--- src/nsr_pkg.sv ---
// Purpose: Constants for the node switch routing and debug registers
// Assumes: Register numbers are word indices on the configuration port
// Notes:   Shared by the register bank, its checker and the test bench
package nsr_pkg;
   localparam logic [7:0]  REG_REF_DIV    = 8'h08;
   localparam logic [7:0]  REG_SCAN_ID    = 8'h09;
   localparam logic [7:0]  REG_USER_CODE  = 8'h0a;
   localparam logic [7:0]  REG_NODE_ID    = 8'h05;
   localparam logic [7:0]  REG_DIR_LOW    = 8'h0c;
   localparam logic [7:0]  REG_DIR_HIGH   = 8'h0d;
   localparam logic [7:0]  REG_DBG_TILE0  = 8'h10;
   localparam logic [7:0]  REG_DBG_TILE1  = 8'h11;
   localparam logic [7:0]  REG_DBG_ORIGIN = 8'h1f;
   localparam logic [7:0]  REG_LINK_BASE  = 8'h20;
   localparam int          NUM_LINKS      = 8;
   localparam logic [15:0] REF_DIV_RESET  = 16'h0003;
   // Identification copies: arbitrary neutral values
   localparam logic [31:0] SCAN_ID_VALUE  = 32'h1234_5671;
   localparam logic [31:0] USER_CODE_VAL  = 32'h0000_0000;
   localparam int DBG_REQ_BIT    = 1;
   localparam int DBG_DRIVE_BIT  = 0;
   localparam int ORIG_PIN_BIT   = 4;
   localparam int ORIG_ONE_BIT   = 1;
   localparam int ORIG_ZERO_BIT  = 0;
   localparam int LS_KIND_LO     = 24;
   localparam int LS_DEST_LO     = 16;
   localparam int LS_DIR_LO      = 8;
   localparam int LS_NET_LO      = 4;
   localparam int LS_JUNK_BIT    = 2;
   localparam int LS_DST_USE_BIT = 1;
   localparam int LS_SRC_USE_BIT = 0;
   typedef enum logic [1:0] {
      NSR_SWITCH_LINK    = 2'h0,
      NSR_PROCESSOR_LINK = 2'h1,
      NSR_SWITCH_CONTROL = 2'h2,
      NSR_UNDEFINED      = 2'h3
   } nsr_kind_e;
endpackage

--- src/nsr_route_if.sv ---
// Purpose: Carries a route lookup between the register bank and the lookup
// Assumes: One lookup per cycle
// Notes:   Tables are flat 64 bits, dimension 0 lowest
`timescale 1ns/1ns
interface nsr_route_if;
   logic [15:0] node_id;
   logic [63:0] table_bits;
   logic [15:0] dest_id;
   logic        req;
   logic        local_hit;
   logic [3:0]  direction;
   logic        valid;
   modport bank (output node_id, output table_bits, input local_hit, input direction,
                 input valid, output dest_id, output req);
   modport look (input node_id, input table_bits, input dest_id, input req,
                 output local_hit, output direction, output valid);
endinterface

--- src/nsr_route_lookup.sv ---
// Purpose: Picks the outgoing direction from the top mismatching id bit
// Assumes: Tables stable during a lookup
// Notes:   Result registered, one cycle after the request
`timescale 1ns/1ns
module nsr_route_lookup (
   // Clocking
   input  wire logic clk_in,
   input  wire logic rst_in,
   input  wire logic ce_in,
   // Lookup
   nsr_route_if.look rt
);
   logic [15:0] diff;
   logic [3:0]  dim;
   always_comb begin
      diff = rt.dest_id ^ rt.node_id;
      dim  = 4'h0;
      for (int i = 0; i < 16; i++) begin
         if (diff[i]) begin
            dim = 4'(i);
         end
      end
   end
   always_ff @(posedge clk_in) begin
      if (rst_in) begin
         rt.valid     <= 1'b0;
         rt.local_hit <= 1'b0;
         rt.direction <= 4'h0;
      end else if (ce_in) begin
         rt.valid     <= rt.req;
         rt.local_hit <= (diff == 16'h0000);
         // A local packet bypasses both tables
         rt.direction <= (diff == 16'h0000) ? 4'h0 : rt.table_bits[{dim, 2'b00} +: 4];
      end
   end
endmodule

--- src/nsr_regs.sv ---
// Purpose: Node switch configuration, routing tables, debug and link status
// Assumes: Single clock; config port reads return data one cycle later
// Notes:   Unmapped numbers read zero and ignore writes
`timescale 1ns/1ns
module nsr_regs #(
   parameter int LINKS = nsr_pkg::NUM_LINKS
) (
   // Clocking
   input  wire logic              clk_in,
   input  wire logic              rst_in,
   input  wire logic              ce_in,
   // Configuration port
   input  wire logic              cfg_wr_in,
   input  wire logic              cfg_rd_in,
   input  wire logic [7:0]        cfg_addr_in,
   input  wire logic [31:0]       cfg_wdata_in,
   output logic      [31:0]       cfg_rdata_out,
   output logic                   cfg_rvalid_out,
   // Route lookup
   input  wire logic              route_req_in,
   input  wire logic [15:0]       route_dest_in,
   output logic                   route_valid_out,
   output logic                   route_local_out,
   output logic      [3:0]        route_dir_out,
   output logic      [15:0]       ref_divider_out,
   // Debug
   input  wire logic [1:0]        halted_flag_in,
   input  wire logic              ext_debug_pin_in,
   output logic                   shared_halt_signal_out,
   output logic      [1:0]        core_debug_req_out,
   // Link state from switch
   input  wire logic [2*LINKS-1:0] link_kind_in,
   input  wire logic [8*LINKS-1:0] link_dest_in,
   input  wire logic [LINKS-1:0]   link_junk_in,
   input  wire logic [LINKS-1:0]   link_dst_use_in,
   input  wire logic [LINKS-1:0]   link_src_use_in,
   output logic      [4*LINKS-1:0] link_dir_out,
   output logic      [2*LINKS-1:0] link_net_out
);
   logic [15:0] ref_div_reg;
   logic [15:0] node_id_reg;
   logic [31:0] dir_low_reg;
   logic [31:0] dir_high_reg;
   logic [1:0]  dbg_cfg_reg [2];
   logic [4:0]  origin_reg;
   logic [3:0]  link_dir_reg [LINKS];
   logic [1:0]  link_net_reg [LINKS];
   logic        shared_prev_reg;
   logic        shared_next;
   logic [31:0] rdata_next;
   logic        link_hit;
   logic [7:0]  link_idx;

   nsr_route_if rt ();
   assign rt.node_id    = node_id_reg;
   assign rt.table_bits = {dir_high_reg, dir_low_reg};
   assign rt.dest_id    = route_dest_in;
   assign rt.req        = route_req_in;

   nsr_route_lookup nsr_route_lookup_i (
      .clk_in (clk_in),
      .rst_in (rst_in),
      .ce_in  (ce_in),
      .rt     (rt.look)
   );

   assign link_idx = cfg_addr_in - nsr_pkg::REG_LINK_BASE;
   assign link_hit = (cfg_addr_in >= nsr_pkg::REG_LINK_BASE)
                   && (link_idx < 8'(LINKS));

   // Plain registers
   always_ff @(posedge clk_in) begin
      if (rst_in) begin
         ref_div_reg  <= nsr_pkg::REF_DIV_RESET;
         node_id_reg  <= 16'h0000;
         dir_low_reg  <= 32'h0000_0000;
         dir_high_reg <= 32'h0000_0000;
         dbg_cfg_reg[0] <= 2'h0;
         dbg_cfg_reg[1] <= 2'h0;
      end else if (ce_in && cfg_wr_in) begin
         if (cfg_addr_in == nsr_pkg::REG_REF_DIV) begin
            ref_div_reg <= cfg_wdata_in[15:0];
         end else if (cfg_addr_in == nsr_pkg::REG_NODE_ID) begin
            node_id_reg <= cfg_wdata_in[15:0];
         end else if (cfg_addr_in == nsr_pkg::REG_DIR_LOW) begin
            dir_low_reg <= cfg_wdata_in;
         end else if (cfg_addr_in == nsr_pkg::REG_DIR_HIGH) begin
            dir_high_reg <= cfg_wdata_in;
         end else if (cfg_addr_in == nsr_pkg::REG_DBG_TILE0) begin
            dbg_cfg_reg[0] <= cfg_wdata_in[1:0];
         end else if (cfg_addr_in == nsr_pkg::REG_DBG_TILE1) begin
            dbg_cfg_reg[1] <= cfg_wdata_in[1:0];
         end
      end
   end

   // Per-link direction and network
   always_ff @(posedge clk_in) begin
      if (rst_in) begin
         for (int i = 0; i < LINKS; i++) begin
            link_dir_reg[i] <= 4'h0;
            link_net_reg[i] <= 2'h0;
         end
      end else if (ce_in && cfg_wr_in && link_hit) begin
         link_dir_reg[link_idx[2:0]] <= cfg_wdata_in[nsr_pkg::LS_DIR_LO +: 4];
         link_net_reg[link_idx[2:0]] <= cfg_wdata_in[nsr_pkg::LS_NET_LO +: 2];
      end
   end

   // Shared halt: any enabled halted tile or the external pin
   always_comb begin
      shared_next = ext_debug_pin_in
                  | (halted_flag_in[0] & dbg_cfg_reg[0][nsr_pkg::DBG_DRIVE_BIT])
                  | (halted_flag_in[1] & dbg_cfg_reg[1][nsr_pkg::DBG_DRIVE_BIT]);
   end

   always_ff @(posedge clk_in) begin
      if (rst_in) begin
         shared_prev_reg        <= 1'b0;
         shared_halt_signal_out <= 1'b0;
         core_debug_req_out     <= 2'b00;
      end else if (ce_in) begin
         shared_prev_reg        <= shared_next;
         shared_halt_signal_out <= shared_next;
         for (int t = 0; t < 2; t++) begin
            core_debug_req_out[t] <= shared_next & dbg_cfg_reg[t][nsr_pkg::DBG_REQ_BIT];
         end
      end
   end

   // Origin captured on each new event; a software write loses to a new event
   always_ff @(posedge clk_in) begin
      if (rst_in) begin
         origin_reg <= 5'h00;
      end else if (ce_in) begin
         if (shared_next && !shared_prev_reg) begin
            origin_reg <= '0;
            origin_reg[nsr_pkg::ORIG_PIN_BIT]  <= ext_debug_pin_in;
            origin_reg[nsr_pkg::ORIG_ONE_BIT]  <= halted_flag_in[1]
                                                & dbg_cfg_reg[1][nsr_pkg::DBG_DRIVE_BIT];
            origin_reg[nsr_pkg::ORIG_ZERO_BIT] <= halted_flag_in[0]
                                                & dbg_cfg_reg[0][nsr_pkg::DBG_DRIVE_BIT];
         end else if (cfg_wr_in && cfg_addr_in == nsr_pkg::REG_DBG_ORIGIN) begin
            origin_reg[nsr_pkg::ORIG_PIN_BIT]  <= cfg_wdata_in[nsr_pkg::ORIG_PIN_BIT];
            origin_reg[nsr_pkg::ORIG_ONE_BIT]  <= cfg_wdata_in[nsr_pkg::ORIG_ONE_BIT];
            origin_reg[nsr_pkg::ORIG_ZERO_BIT] <= cfg_wdata_in[nsr_pkg::ORIG_ZERO_BIT];
         end
      end
   end

   // Read mux
   always_comb begin
      rdata_next = 32'h0000_0000;
      if (cfg_addr_in == nsr_pkg::REG_REF_DIV) begin
         rdata_next[15:0] = ref_div_reg;
      end else if (cfg_addr_in == nsr_pkg::REG_NODE_ID) begin
         rdata_next[15:0] = node_id_reg;
      end else if (cfg_addr_in == nsr_pkg::REG_SCAN_ID) begin
         rdata_next = nsr_pkg::SCAN_ID_VALUE;
      end else if (cfg_addr_in == nsr_pkg::REG_USER_CODE) begin
         rdata_next = nsr_pkg::USER_CODE_VAL;
      end else if (cfg_addr_in == nsr_pkg::REG_DIR_LOW) begin
         rdata_next = dir_low_reg;
      end else if (cfg_addr_in == nsr_pkg::REG_DIR_HIGH) begin
         rdata_next = dir_high_reg;
      end else if (cfg_addr_in == nsr_pkg::REG_DBG_TILE0) begin
         rdata_next[1:0] = dbg_cfg_reg[0];
      end else if (cfg_addr_in == nsr_pkg::REG_DBG_TILE1) begin
         rdata_next[1:0] = dbg_cfg_reg[1];
      end else if (cfg_addr_in == nsr_pkg::REG_DBG_ORIGIN) begin
         rdata_next[4:0] = origin_reg;
      end else if (link_hit) begin
         rdata_next[nsr_pkg::LS_KIND_LO +: 2] = link_kind_in[2*link_idx[2:0] +: 2];
         rdata_next[nsr_pkg::LS_DEST_LO +: 8] = link_dest_in[8*link_idx[2:0] +: 8];
         rdata_next[nsr_pkg::LS_DIR_LO +: 4]  = link_dir_reg[link_idx[2:0]];
         rdata_next[nsr_pkg::LS_NET_LO +: 2]  = link_net_reg[link_idx[2:0]];
         rdata_next[nsr_pkg::LS_JUNK_BIT]     = link_junk_in[link_idx[2:0]];
         rdata_next[nsr_pkg::LS_DST_USE_BIT]  = link_dst_use_in[link_idx[2:0]];
         rdata_next[nsr_pkg::LS_SRC_USE_BIT]  = link_src_use_in[link_idx[2:0]];
      end
   end

   always_ff @(posedge clk_in) begin
      if (rst_in) begin
         cfg_rdata_out  <= 32'h0000_0000;
         cfg_rvalid_out <= 1'b0;
      end else if (ce_in) begin
         cfg_rvalid_out <= cfg_rd_in;
         if (cfg_rd_in) begin
            cfg_rdata_out <= rdata_next;
         end
      end
   end

   // Registered copies of steering state
   always_ff @(posedge clk_in) begin
      if (rst_in) begin
         ref_divider_out <= nsr_pkg::REF_DIV_RESET;
         link_dir_out    <= '0;
         link_net_out    <= '0;
      end else if (ce_in) begin
         ref_divider_out <= ref_div_reg;
         for (int i = 0; i < LINKS; i++) begin
            link_dir_out[4*i +: 4] <= link_dir_reg[i];
            link_net_out[2*i +: 2] <= link_net_reg[i];
         end
      end
   end

   assign route_valid_out = rt.valid;
   assign route_local_out = rt.local_hit;
   assign route_dir_out   = rt.direction;
endmodule

--- config.mk ---
export PLATFORM = sky130hd
export DESIGN_NAME = nsr_regs
export DESIGN_NICKNAME = d
export VERILOG_FILES = /design/src/nsr_pkg.sv /design/src/nsr_route_if.sv /design/src/nsr_route_lookup.sv /design/src/nsr_regs.sv
export SDC_FILE = /design/constraint.sdc
export NUM_CORES = 1
export LEC_CHECK = 0
export ABC_AREA = 1
export BUFFER_PORTS_ARGS = -buffer_cell sky130_fd_sc_hd__buf_4
export CAP_MARGIN = 10
export CORE_MARGIN = 8
export CORE_UTILIZATION = 54
export CTS_CLUSTER_SIZE = 8
export DETAILED_ROUTE_END_ITERATION = 12
export PLACE_DENSITY = 0.8
export SYNTH_ARGS = -nofsm -noshare
export SYNTH_HDL_FRONTEND = slang
export SYNTH_SLANG_ARGS = --single-unit
--- constraint.sdc ---
create_clock -name clk_in -period 2.3 [get_ports clk_in]
set_input_delay 0.115 -clock clk_in [delete_from_list [all_inputs] [get_ports clk_in]]
set_output_delay 0.115 -clock clk_in [all_outputs]
set_load 0.01 [all_outputs]
# Word-level counts from Yosys, hierarchy flattened
# Memory sizes are Yosys's and may differ from the RTL's. A register that Yosys moved wholly into a read port is not among the register bits.
# Index checks and enable logic that the tools add are counted.
# totals
input_bits	169
mem_count	3
out_inout_bits	106
ramBits	52
latchBits	0
word_cells	146
register_bits	157
mem_bits_ro	0
# classes
n_mux	86
bitwise_logic	12
div_mod_pow	0
shifts	3
magnitude_cmp	3
n_addsub	1
reduce_logical	16
multipliers	0
eq_ne	9
# mem_list
memory	words	word_bits	rd	rd_clocked_by_memory_dff	write_ports	line_no	text
link_dir_reg	8	4	9	8	8	nsr_regs.sv:46	logic [3:0] link_dir_reg [LINKS];
link_net_reg	8	2	9	8	8	nsr_regs.sv:47	logic [1:0] link_net_reg [LINKS];
dbg_cfg_reg	2	2	2	0	2	nsr_regs.sv:44	logic [1:0] dbg_cfg_reg [2];
# ops
operator	count
$mux 32	3
$mux 4	18
$mux 16	4
$shiftx 64x7->4	1
$shiftx 64x7->8	1
$mux 10	5
$eq 8x4->1 const B	5
$mux 1	32
$eq 8x5->1 const B	3
$mux 3	8
$mux 2	11
$logic_not 16->1	1
$shiftx 16x5->2	1
$xor 16x16->16	1
$mux 6	2
$bmux 1 s3	3
$eq 8x3->1 const B	1
$ge 8x6->1 const B	1
$lt 8x4->1 const B	1
$sub 8x6->8 const B	1
$reduce_and 2->1	3
$logic_and 1x1->1	5
$reduce_and 5->1	1
$and 1x1->1	4
9 further kinds	14

# Depth between registers and ports, before layout
# Gate-level depths: netlist (run 1).
# depth
ltp_word	18
mapped_depth	25
mapped_depth_nobuf	24

# By module
# From an unflattened synthesis (run 1), not the netlist that was laid out.
# unflattened
cells_unflattened	1637
hier_area_um2	12057.8
# modules_own_cells
mod	area_each_um2	instances	cells_per_inst	seq_area_each_um2
nsr_regs	10795.4	1	1403	5545.3
nsr_route_lookup	1262.5	1	234	120.1

# Worst setup path after synthesis (run 1)
# OpenSTA, ideal clock, no wires.
# synth_path
path_kind	input -> register
start	input cfg_addr_in[5]
end	memory link_dir_reg[0][0], enable pin
n_path_buf	0
cell_stages	10
setup_slack_ps	206
arrival_ps	1775
setup_ps	319
cell_sequence	inv_1 ha_1 xor2_1 inv_1 nand4_1 nor2_1 inv_1 nor3_2 nand3_1 nand2_1
# synth_rtl
element	line_no	text
start, declared	nsr_regs.sv:15	input wire logic [7:0] cfg_addr_in,
end, declared	nsr_regs.sv:46	

# Final worst setup path (run 1)
# layout_path
start	register node_id_reg[2]
end	register nsr_route_lookup_i.rt.direction[0]
# layout_via
elab_chain_len	17
elab_cells_between_ends	18
cone_classes	shift: 1; mux: 15; bitwise: 1; reduce/logical: 1
# layout_rtl
element	line_no	text
start, declared	nsr_regs.sv:41	logic [15:0] node_id_reg;
start signal, assigned	nsr_regs.sv:84	node_id_reg <= cfg_wdata_in[15:0];
$xor 16x16->16 (*)	nsr_route_lookup.sv:16	diff = rt.dest_id ^ rt.node_id;
$mux 2 (2 in a row)	nsr_route_lookup.sv:19	if (diff[i]) begin
$mux 3 (4 in a row)	nsr_route_lookup.sv:19	
$mux 4 (8 in a row)	nsr_route_lookup.sv:19	
$shiftx 64x7->4	nsr_route_lookup.sv:33	rt.direction <= (diff == 16'h0000) ? 4'h0 : rt.table_bits[{dim, 2'b00} +: 4];
$mux 4 (*)	nsr_route_lookup.sv:33	
end signal, assigned	nsr_route_lookup.sv:33	
end, declared	nsr_route_if.sv:16	output local_hit, output direction, output valid);
# Every way passes the cells marked *; elsewhere a longest branch is shown, timed or not.
# A chain may end at the register's enable or synchronous reset.

==> results of run 1 <==
## cell families (layout without fill, tap and decap cells)
family          count (synthesis)  after routing  share of synthesized area [%]
flops                         257            257                           47.4
xor+xnor                       15             15                           1.26
buf+inv                       227            550                           7.60
simple gates                  666            670                           23.3
compound gates                425            425                           20.3
fa+ha+maj                       1              1                          0.105
## layout make-up
class / count / area [sq um]
timing repair buffer: 377 / 3080
multi-input combinational: 1111 / 5540
tap: 280 / 350
clock buffer: 52 / 1000
fill: 1645 / 5610
clock inverter: 4 / 71.3
sequential: 257 / 5670
inverter: 117 / 440
## how the worst max path moves through the flow
stage                    from                                  to  cells past startpoint
2_1_floorplan  cfg_addr_in[5]                  link_dir_reg[0][0]                     10
3_3_place_gp   cfg_addr_in[0]                   cfg_rdata_out[19]                     10
3_5_place_dp   cfg_addr_in[7]                     ref_div_reg[12]                     14
4_1_cts        node_id_reg[4]  nsr_route_lookup_i.rt.direction[1]                     20
5_1_grt        node_id_reg[2]  nsr_route_lookup_i.rt.direction[1]                     23
6_report       node_id_reg[2]  nsr_route_lookup_i.rt.direction[0]                     23
## worst max-delay path, stage by stage, from the launching register on
cell	delay [ns]
dfxtp_2	0.33
inv_2	0.04
nand2_1	0.05
nand2_1	0.07
nand2_1	0.07
nand2_1	0.05
nand2_1	0.06
nand2_1	0.05
nand2_1	0.07
nand2_1	0.05
nand2_1	0.07
nand2_1	0.05
nand2_1	0.07
nand2_1	0.06
nand2_2	0.09
nand2_4	0.10
nand2_8	0.17
clkbuf_16	0.16
nand3_1	0.07
nand3_1	0.12
nand3_1	0.11
nand3_1	0.10
nand3_1	0.10
a21oi_1	0.12
## cells in the final DEF, fill, tap and decap left out, types with 6 or more instances in the layout
cell type	n
a21oi_1	137
a31oi_1	6
buf_12	8
buf_4	330
clkbuf_1	14
clkbuf_16	41
clkinv_1	7
dfxtp_1	203
dlygate4sd3_1	35
edfxtp_1	52
inv_1	98
inv_2	11
nand2_1	278
nand2_2	9
nand3_1	149
nand3_2	8
nor2_1	201
o211ai_1	29
o21ai_0	170
o21ai_1	15
o221ai_1	44
o22ai_1	8
xnor2_1	6
xor2_1	7
## routing by layer
layer	track usage, %	part of all wire, %
met1	39.8	37
met5	0	0
met4	11.7	3.3
met3	7.35	13
met2	50.1	46
## power by group through the flow
stage	Combinational, mW	Sequential, mW	Clock (mW)
after global placement	1.20	4.91	0
after CTS	1.27	4.83	5.05
after global routing	1.46	4.84	5.27
after floorplan	0.553	4.93	0
after detailed placement	1.21	4.91	0
final	1.36	4.83	5.05
## stage by stage
stage               power (mW)  setup WS (ns)  instance area (sq um)  utilization, %  hold WS (ns)
detailed placement        6.12         0.0163                  14500            66.4         0.349
CTS                       11.2         0.0350                  15900            73.0        0.0107
finish                    11.2         0.0105                  16200            74.2        0.0267
global route              11.6         -0.206                  16200            74.2        0.0417
global placement          6.11         0.0933                  14500            66.4         0.342
floorplan                 5.48          0.206                  11900               -         0.245
## what timing repair did
action | CTS | global route
setup endpoints to repair | 0 | 4
hold endpoints to repair | 88 | 0
buffers inserted | 0 | 1
resized for setup | 0 | 32
hold buffers | 35 | 0
==> impl_metrics.py, run 1 <==
metrics = {
    "run_status": {
        "status": "completed",
    },
    "setup_path": {
        "worst-path-max-fanout": 5,
        "crit_type": "register to register",
        "r2r-start": "node_id_reg[2]",
        "reg2reg_depth": 23,
        "r2r_end": "nsr_route_lookup_i.rt.direction[0]",
        "crit_required_ns": 2.75,
        "reg2reg_slack_ns": 0.01,
        "worstPathArrival_ns": 2.74,
        "end_kind": "register",
        "startpoint_type": "register",
    },
    "clock_network": {
        "clkTransAtPathRegs_ns": 0.05,
        "clock-sinks": 257,
        "cts_buffers": 38,
        "clk_path_buf_depth": 3,
        "htree_levels": 2,
        "cts_tree": "yes",
        "cts_root_buffer": "clkbuf_16",
        "clkLatencyLatePin_ns": 0.52,
    },
    "die": {
        "die_w_um": 165,
        "initial_core_util_pct": 54.9,
        "ios": 275,
        "die_h_um": 165,
        "coreArea_sq_mm": 0.0218,
        "die_area_sq_mm": 0.0271,
        "row_count": 54,
    },
    "sta": {
        "timing.setup.tns_ns": 0,
        "finClkSkew_ns": 0.00845,
        "period_share_pct": 99.5,
        "finalHoldViolCount": 0,
        "fin_crit_ns": 2.29,
        "setup_viol": 0,
        "rsz0062_at_grt": "true",
        "slew_headroom_pct": 55.3,
        "fmax_ghz": 0.437,
        "tightest_slew_ns": 0.670,
        "slew_viol_final": 0,
    },
    "yosys": {
        "syn-num-nets": 1761,
        "netlist_area_sq_mm": 0.0119,
        "synth_top_area_share_pct": 34.4,
        "ys_ff_latch": 257,
        "synth-seq-area-share_pct": 47.4,
        "yosysUniqueCellTypes": 41,
        "synth_area_leaders": "dfxtp_1, edfxtp_1, nand2_1, o21ai_0, nand3_1",
        "synth_ff_type": "dfxtp_1",
        "yosysMostFrequentCell": "nand2_1",
        "async_flop_share_pct": 0,
        "yosysWarnings": 0,
        "synth_edf_count": 52,
        "yosys.area.top_type": "dfxtp_1",
        "netlist_instances": 1591,
        "avgSynthCellArea_sq_um": 7.51,
        "ys_top_cells_by_count": "nand2_1, dfxtp_1, nor2_1",
    },
    "layout": {
        "nets": 2072,
        "drive_above_1_share_pct": 22.8,
        "syn2layout_area_growth_pct": 35.2,
        "instances_no_fill": 2198,
        "n_antenna_cell": 0,
    },
    "min_path": {
        "hold_class": "primary input to register",
        "holdPathStages": 3,
        "hp-start": "ce_in",
        "min_to": "shared_prev_reg",
    },
    "detailed_routing": {
        "ant_nets": 0,
        "vias_per_cell": 5.95,
        "wl_per_cell_um": 20.4,
        "wirelength_um": 44900,
        "drc": 0,
        "vias": 13100,
        "drtIter0Drc": 1683,
        "first_pass_iters": 6,
    },
    "pwr": {
        "seq_power_share_pct": 43.0,
        "switching_share_pct": 25.6,
        "p_int_mw": 8.37,
        "p_sw_mw": 2.88,
        "power_leakage_nw": 6.74,
        "vdd_drop_max_v": 0.000606,
        "clock_power_share_pct": 44.9,
        "power_density_mw_per_mm2": 696,
        "combPwrFrac_pct": 12.1,
    },
    "placement": {
        "dpl.cell_count": 2099,
        "portBuffers": 274,
        "dpl.hpwl_um": 31300,
        "place.gp.congestion": 0.965,
    },
    "grt": {
        "grt_pass1_wl_um": 66900,
        "grt_pass1_vias": 12300,
        "gr-usage-all-layers_pct": 31.0,
        "antenna_found_initial": 0,
        "grt_max_degree": 101,
        "grt_overflow_total": 0,
    },
    "job": {
        "cap_violations": 0,
    },
}
No activity file was read; power rests on OpenSTA's default activity.
==> inputs of run 2 (changes only) <==
Settings changed: PLACE_DENSITY 0.8 to unset, PLACE_DENSITY_LB_ADDON set to 0.05.
==> run 2 against run 1 <==
The run now ends with setup timing left. Sequential cell count unchanged. Clock skew increased by 0.015 ns. Total power is 0.50% higher. First-iteration DRC count decreased by 17%. Non-clock buffer count fell by 4. Die area did not move. Global-route usage decreased by 0.61 points. Critical endpoint is now nsr_route_lookup_i.rt.direction[2]. Largest cell class unchanged. Largest power group unchanged.
==> impl_metrics.py, run 2 (same netlist as run 1, synthesis figures left out) <==
metrics = {
    "layout": {
        "nets": 2069,
        "final_common_cell": "buf_4",
        "fill_cells": 1719,
        "fin_area_sq_mm": 0.0162,
        "drive_above_1_share_pct": 23.4,
        "syn2layout_area_growth_pct": 35.5,
        "final_cell_mix": "buf_4, nand2_1, dfxtp_1",
    },
    "detailed_routing": {
        "first_pass_iters": 6,
        "drtIter0Drc": 1398,
        "vias": 12700,
        "vias_per_cell": 5.80,
        "wl_per_cell_um": 19.9,
        "drc": 0,
        "wirelength_um": 43800,
        "ant_nets": 0,
    },
    "placement": {
        "dpl.hpwl_um": 30700,
        "portBuffers": 274,
        "place.gp.congestion": 0.911,
        "place_area_sq_mm": 0.0144,
    },
    "setup_path": {
        "worst_path_largest_cell_delay_ns": 0.33,
        "crit_type": "register to register",
        "worstPathArrival_ns": 2.75,
        "end_kind": "register",
        "slowest_stage": "dfxtp_1",
        "worstPathCellList": "xor2_1, inv_1, nand2_1, nor2_1, inv_1, a21oi_2, inv_1, nand3_1, nand3_1, nand2_1, nand2_1, a21oi_1",
        "worst-path-max-fanout": 8,
        "startpoint_type": "register",
        "reg2reg_slack_ns": -0.01,
        "crit_required_ns": 2.74,
        "reg2reg_depth": 12,
    },
    "clock_network": {
        "cts_tree": "yes",
        "cts_buffers": 38,
        "clkLatencyLatePin_ns": 0.52,
        "clock-sinks": 257,
        "htree_levels": 2,
        "cts_root_buffer": "clkbuf_16",
        "clkTransAtPathRegs_ns": 0.05,
        "clk_path_buf_depth": 3,
    },
    "die": {
        "coreArea_sq_mm": 0.0218,
        "die_area_sq_mm": 0.0271,
        "ios": 275,
        "die_w_um": 165,
        "row_count": 54,
        "die_h_um": 165,
        "initial_core_util_pct": 54.9,
    },
    "run_status": {
        "status": "finished, violations left",
        "violations": "setup timing",
    },
    "grt": {
        "grt_overflow_total": 0,
        "gr-usage-all-layers_pct": 30.4,
        "grt_max_degree": 81,
        "grt_pass1_vias": 12000,
        "grt_pass1_wl_um": 65400,
        "antenna_found_initial": 2,
    },
    "sta": {
        "whs_ns": 0.0580,
        "finalHoldViolCount": 0,
        "fin_crit_ns": 2.31,
        "slew_headroom_pct": 63.2,
        "setup_viol": 1,
        "rsz0062_at_grt": "true",
        "layout_setup_ws_ns": -0.0138,
        "fmax_ghz": 0.432,
        "period_share_pct": 101,
        "tightest_slew_ns": 0.552,
        "finClkSkew_ns": 0.0235,
        "slew_viol_final": 0,
    },
    "pwr": {
        "power_leakage_nw": 6.76,
        "power_density_mw_per_mm2": 699,
        "vdd_drop_max_v": 0.000838,
        "p_total_mw": 11.3,
    },
    "job": {
        "cap_violations": 0,
    },
    "min_path": {
        "hold_class": "primary input to register",
        "holdPathStages": 5,
    },
}
run 2: where the power goes:
group | leakage (nW) | switching, mW | internal (mW)
combinational | 4.06 | 0.763 | 0.583
clock | 0.528 | 1.96 | 3.17
sequential | 2.16 | 0.0829 | 4.74
total | 6.76 | 2.81 | 8.49
run 2: worst paths after layout:
path                                                           end              start
worst max-delay path            nsr_route_lookup_i.rt.direction[2]    node_id_reg[14]
worst min-delay path                                 origin_reg[0]  halted_flag_in[0]
worst max register to register  nsr_route_lookup_i.rt.direction[2]    node_id_reg[14]
worst min register to register                   cfg_rdata_out[19]  cfg_rdata_out[19]
run 2: timing repair:
action / CTS / global route
hold buffers: 37 / 0
resized for setup: 0 / 46
setup endpoints to repair: 0 / 4
endpoints found under the hold margin: 104 / 0
buffers inserted: 0 / 2
run 2: critical path, delay by kind of cell (launching register included):
kind	cells	cell delay (ns)
buffers and inverters	3	0.65
and+or+nand+nor	6	0.68
xor gates and xnor gates	1	0.16
AOI/OAI and AO/OA	2	0.41
DFF	1	0.33
run 2: through the flow:
stage | worst slack [ns] | utilization (%) | instances | TNS, ns
detailed placement | 0.126 | 66.0 | 2093 | 0
CTS | 0.105 | 72.8 | 2185 | 0
finish | -0.0138 | 74.4 | 2196 | -0.0138
global placement | 0.180 | 66.0 | 2093 | 0
floorplan | 0.206 | - | 1591 | 0
global route | -0.122 | 74.4 | 2196 | -0.309
run 2: layout make-up:
class                      count  area (sq um)  share of cell area, %
inverter                     117           440                   2.72
antenna                        2          5.00                 0.0309
multi-input combinational   1112          5620                   34.8
clock buffer                  53          1060                   6.55
timing repair buffer         373          3000                   18.5
tap                          280           350                   2.17
sequential                   257          5670                   35.0
clock inverter                 2          32.5                  0.201
run 2: metal layers:
metal	up-vias	global-route usage, %	share of wire (%)
li1	6033	-	-
met3	84	7.93	11
met5	-	0	0
met4	0	10.9	2.9
met1	5944	39.2	41
met2	671	48.5	45
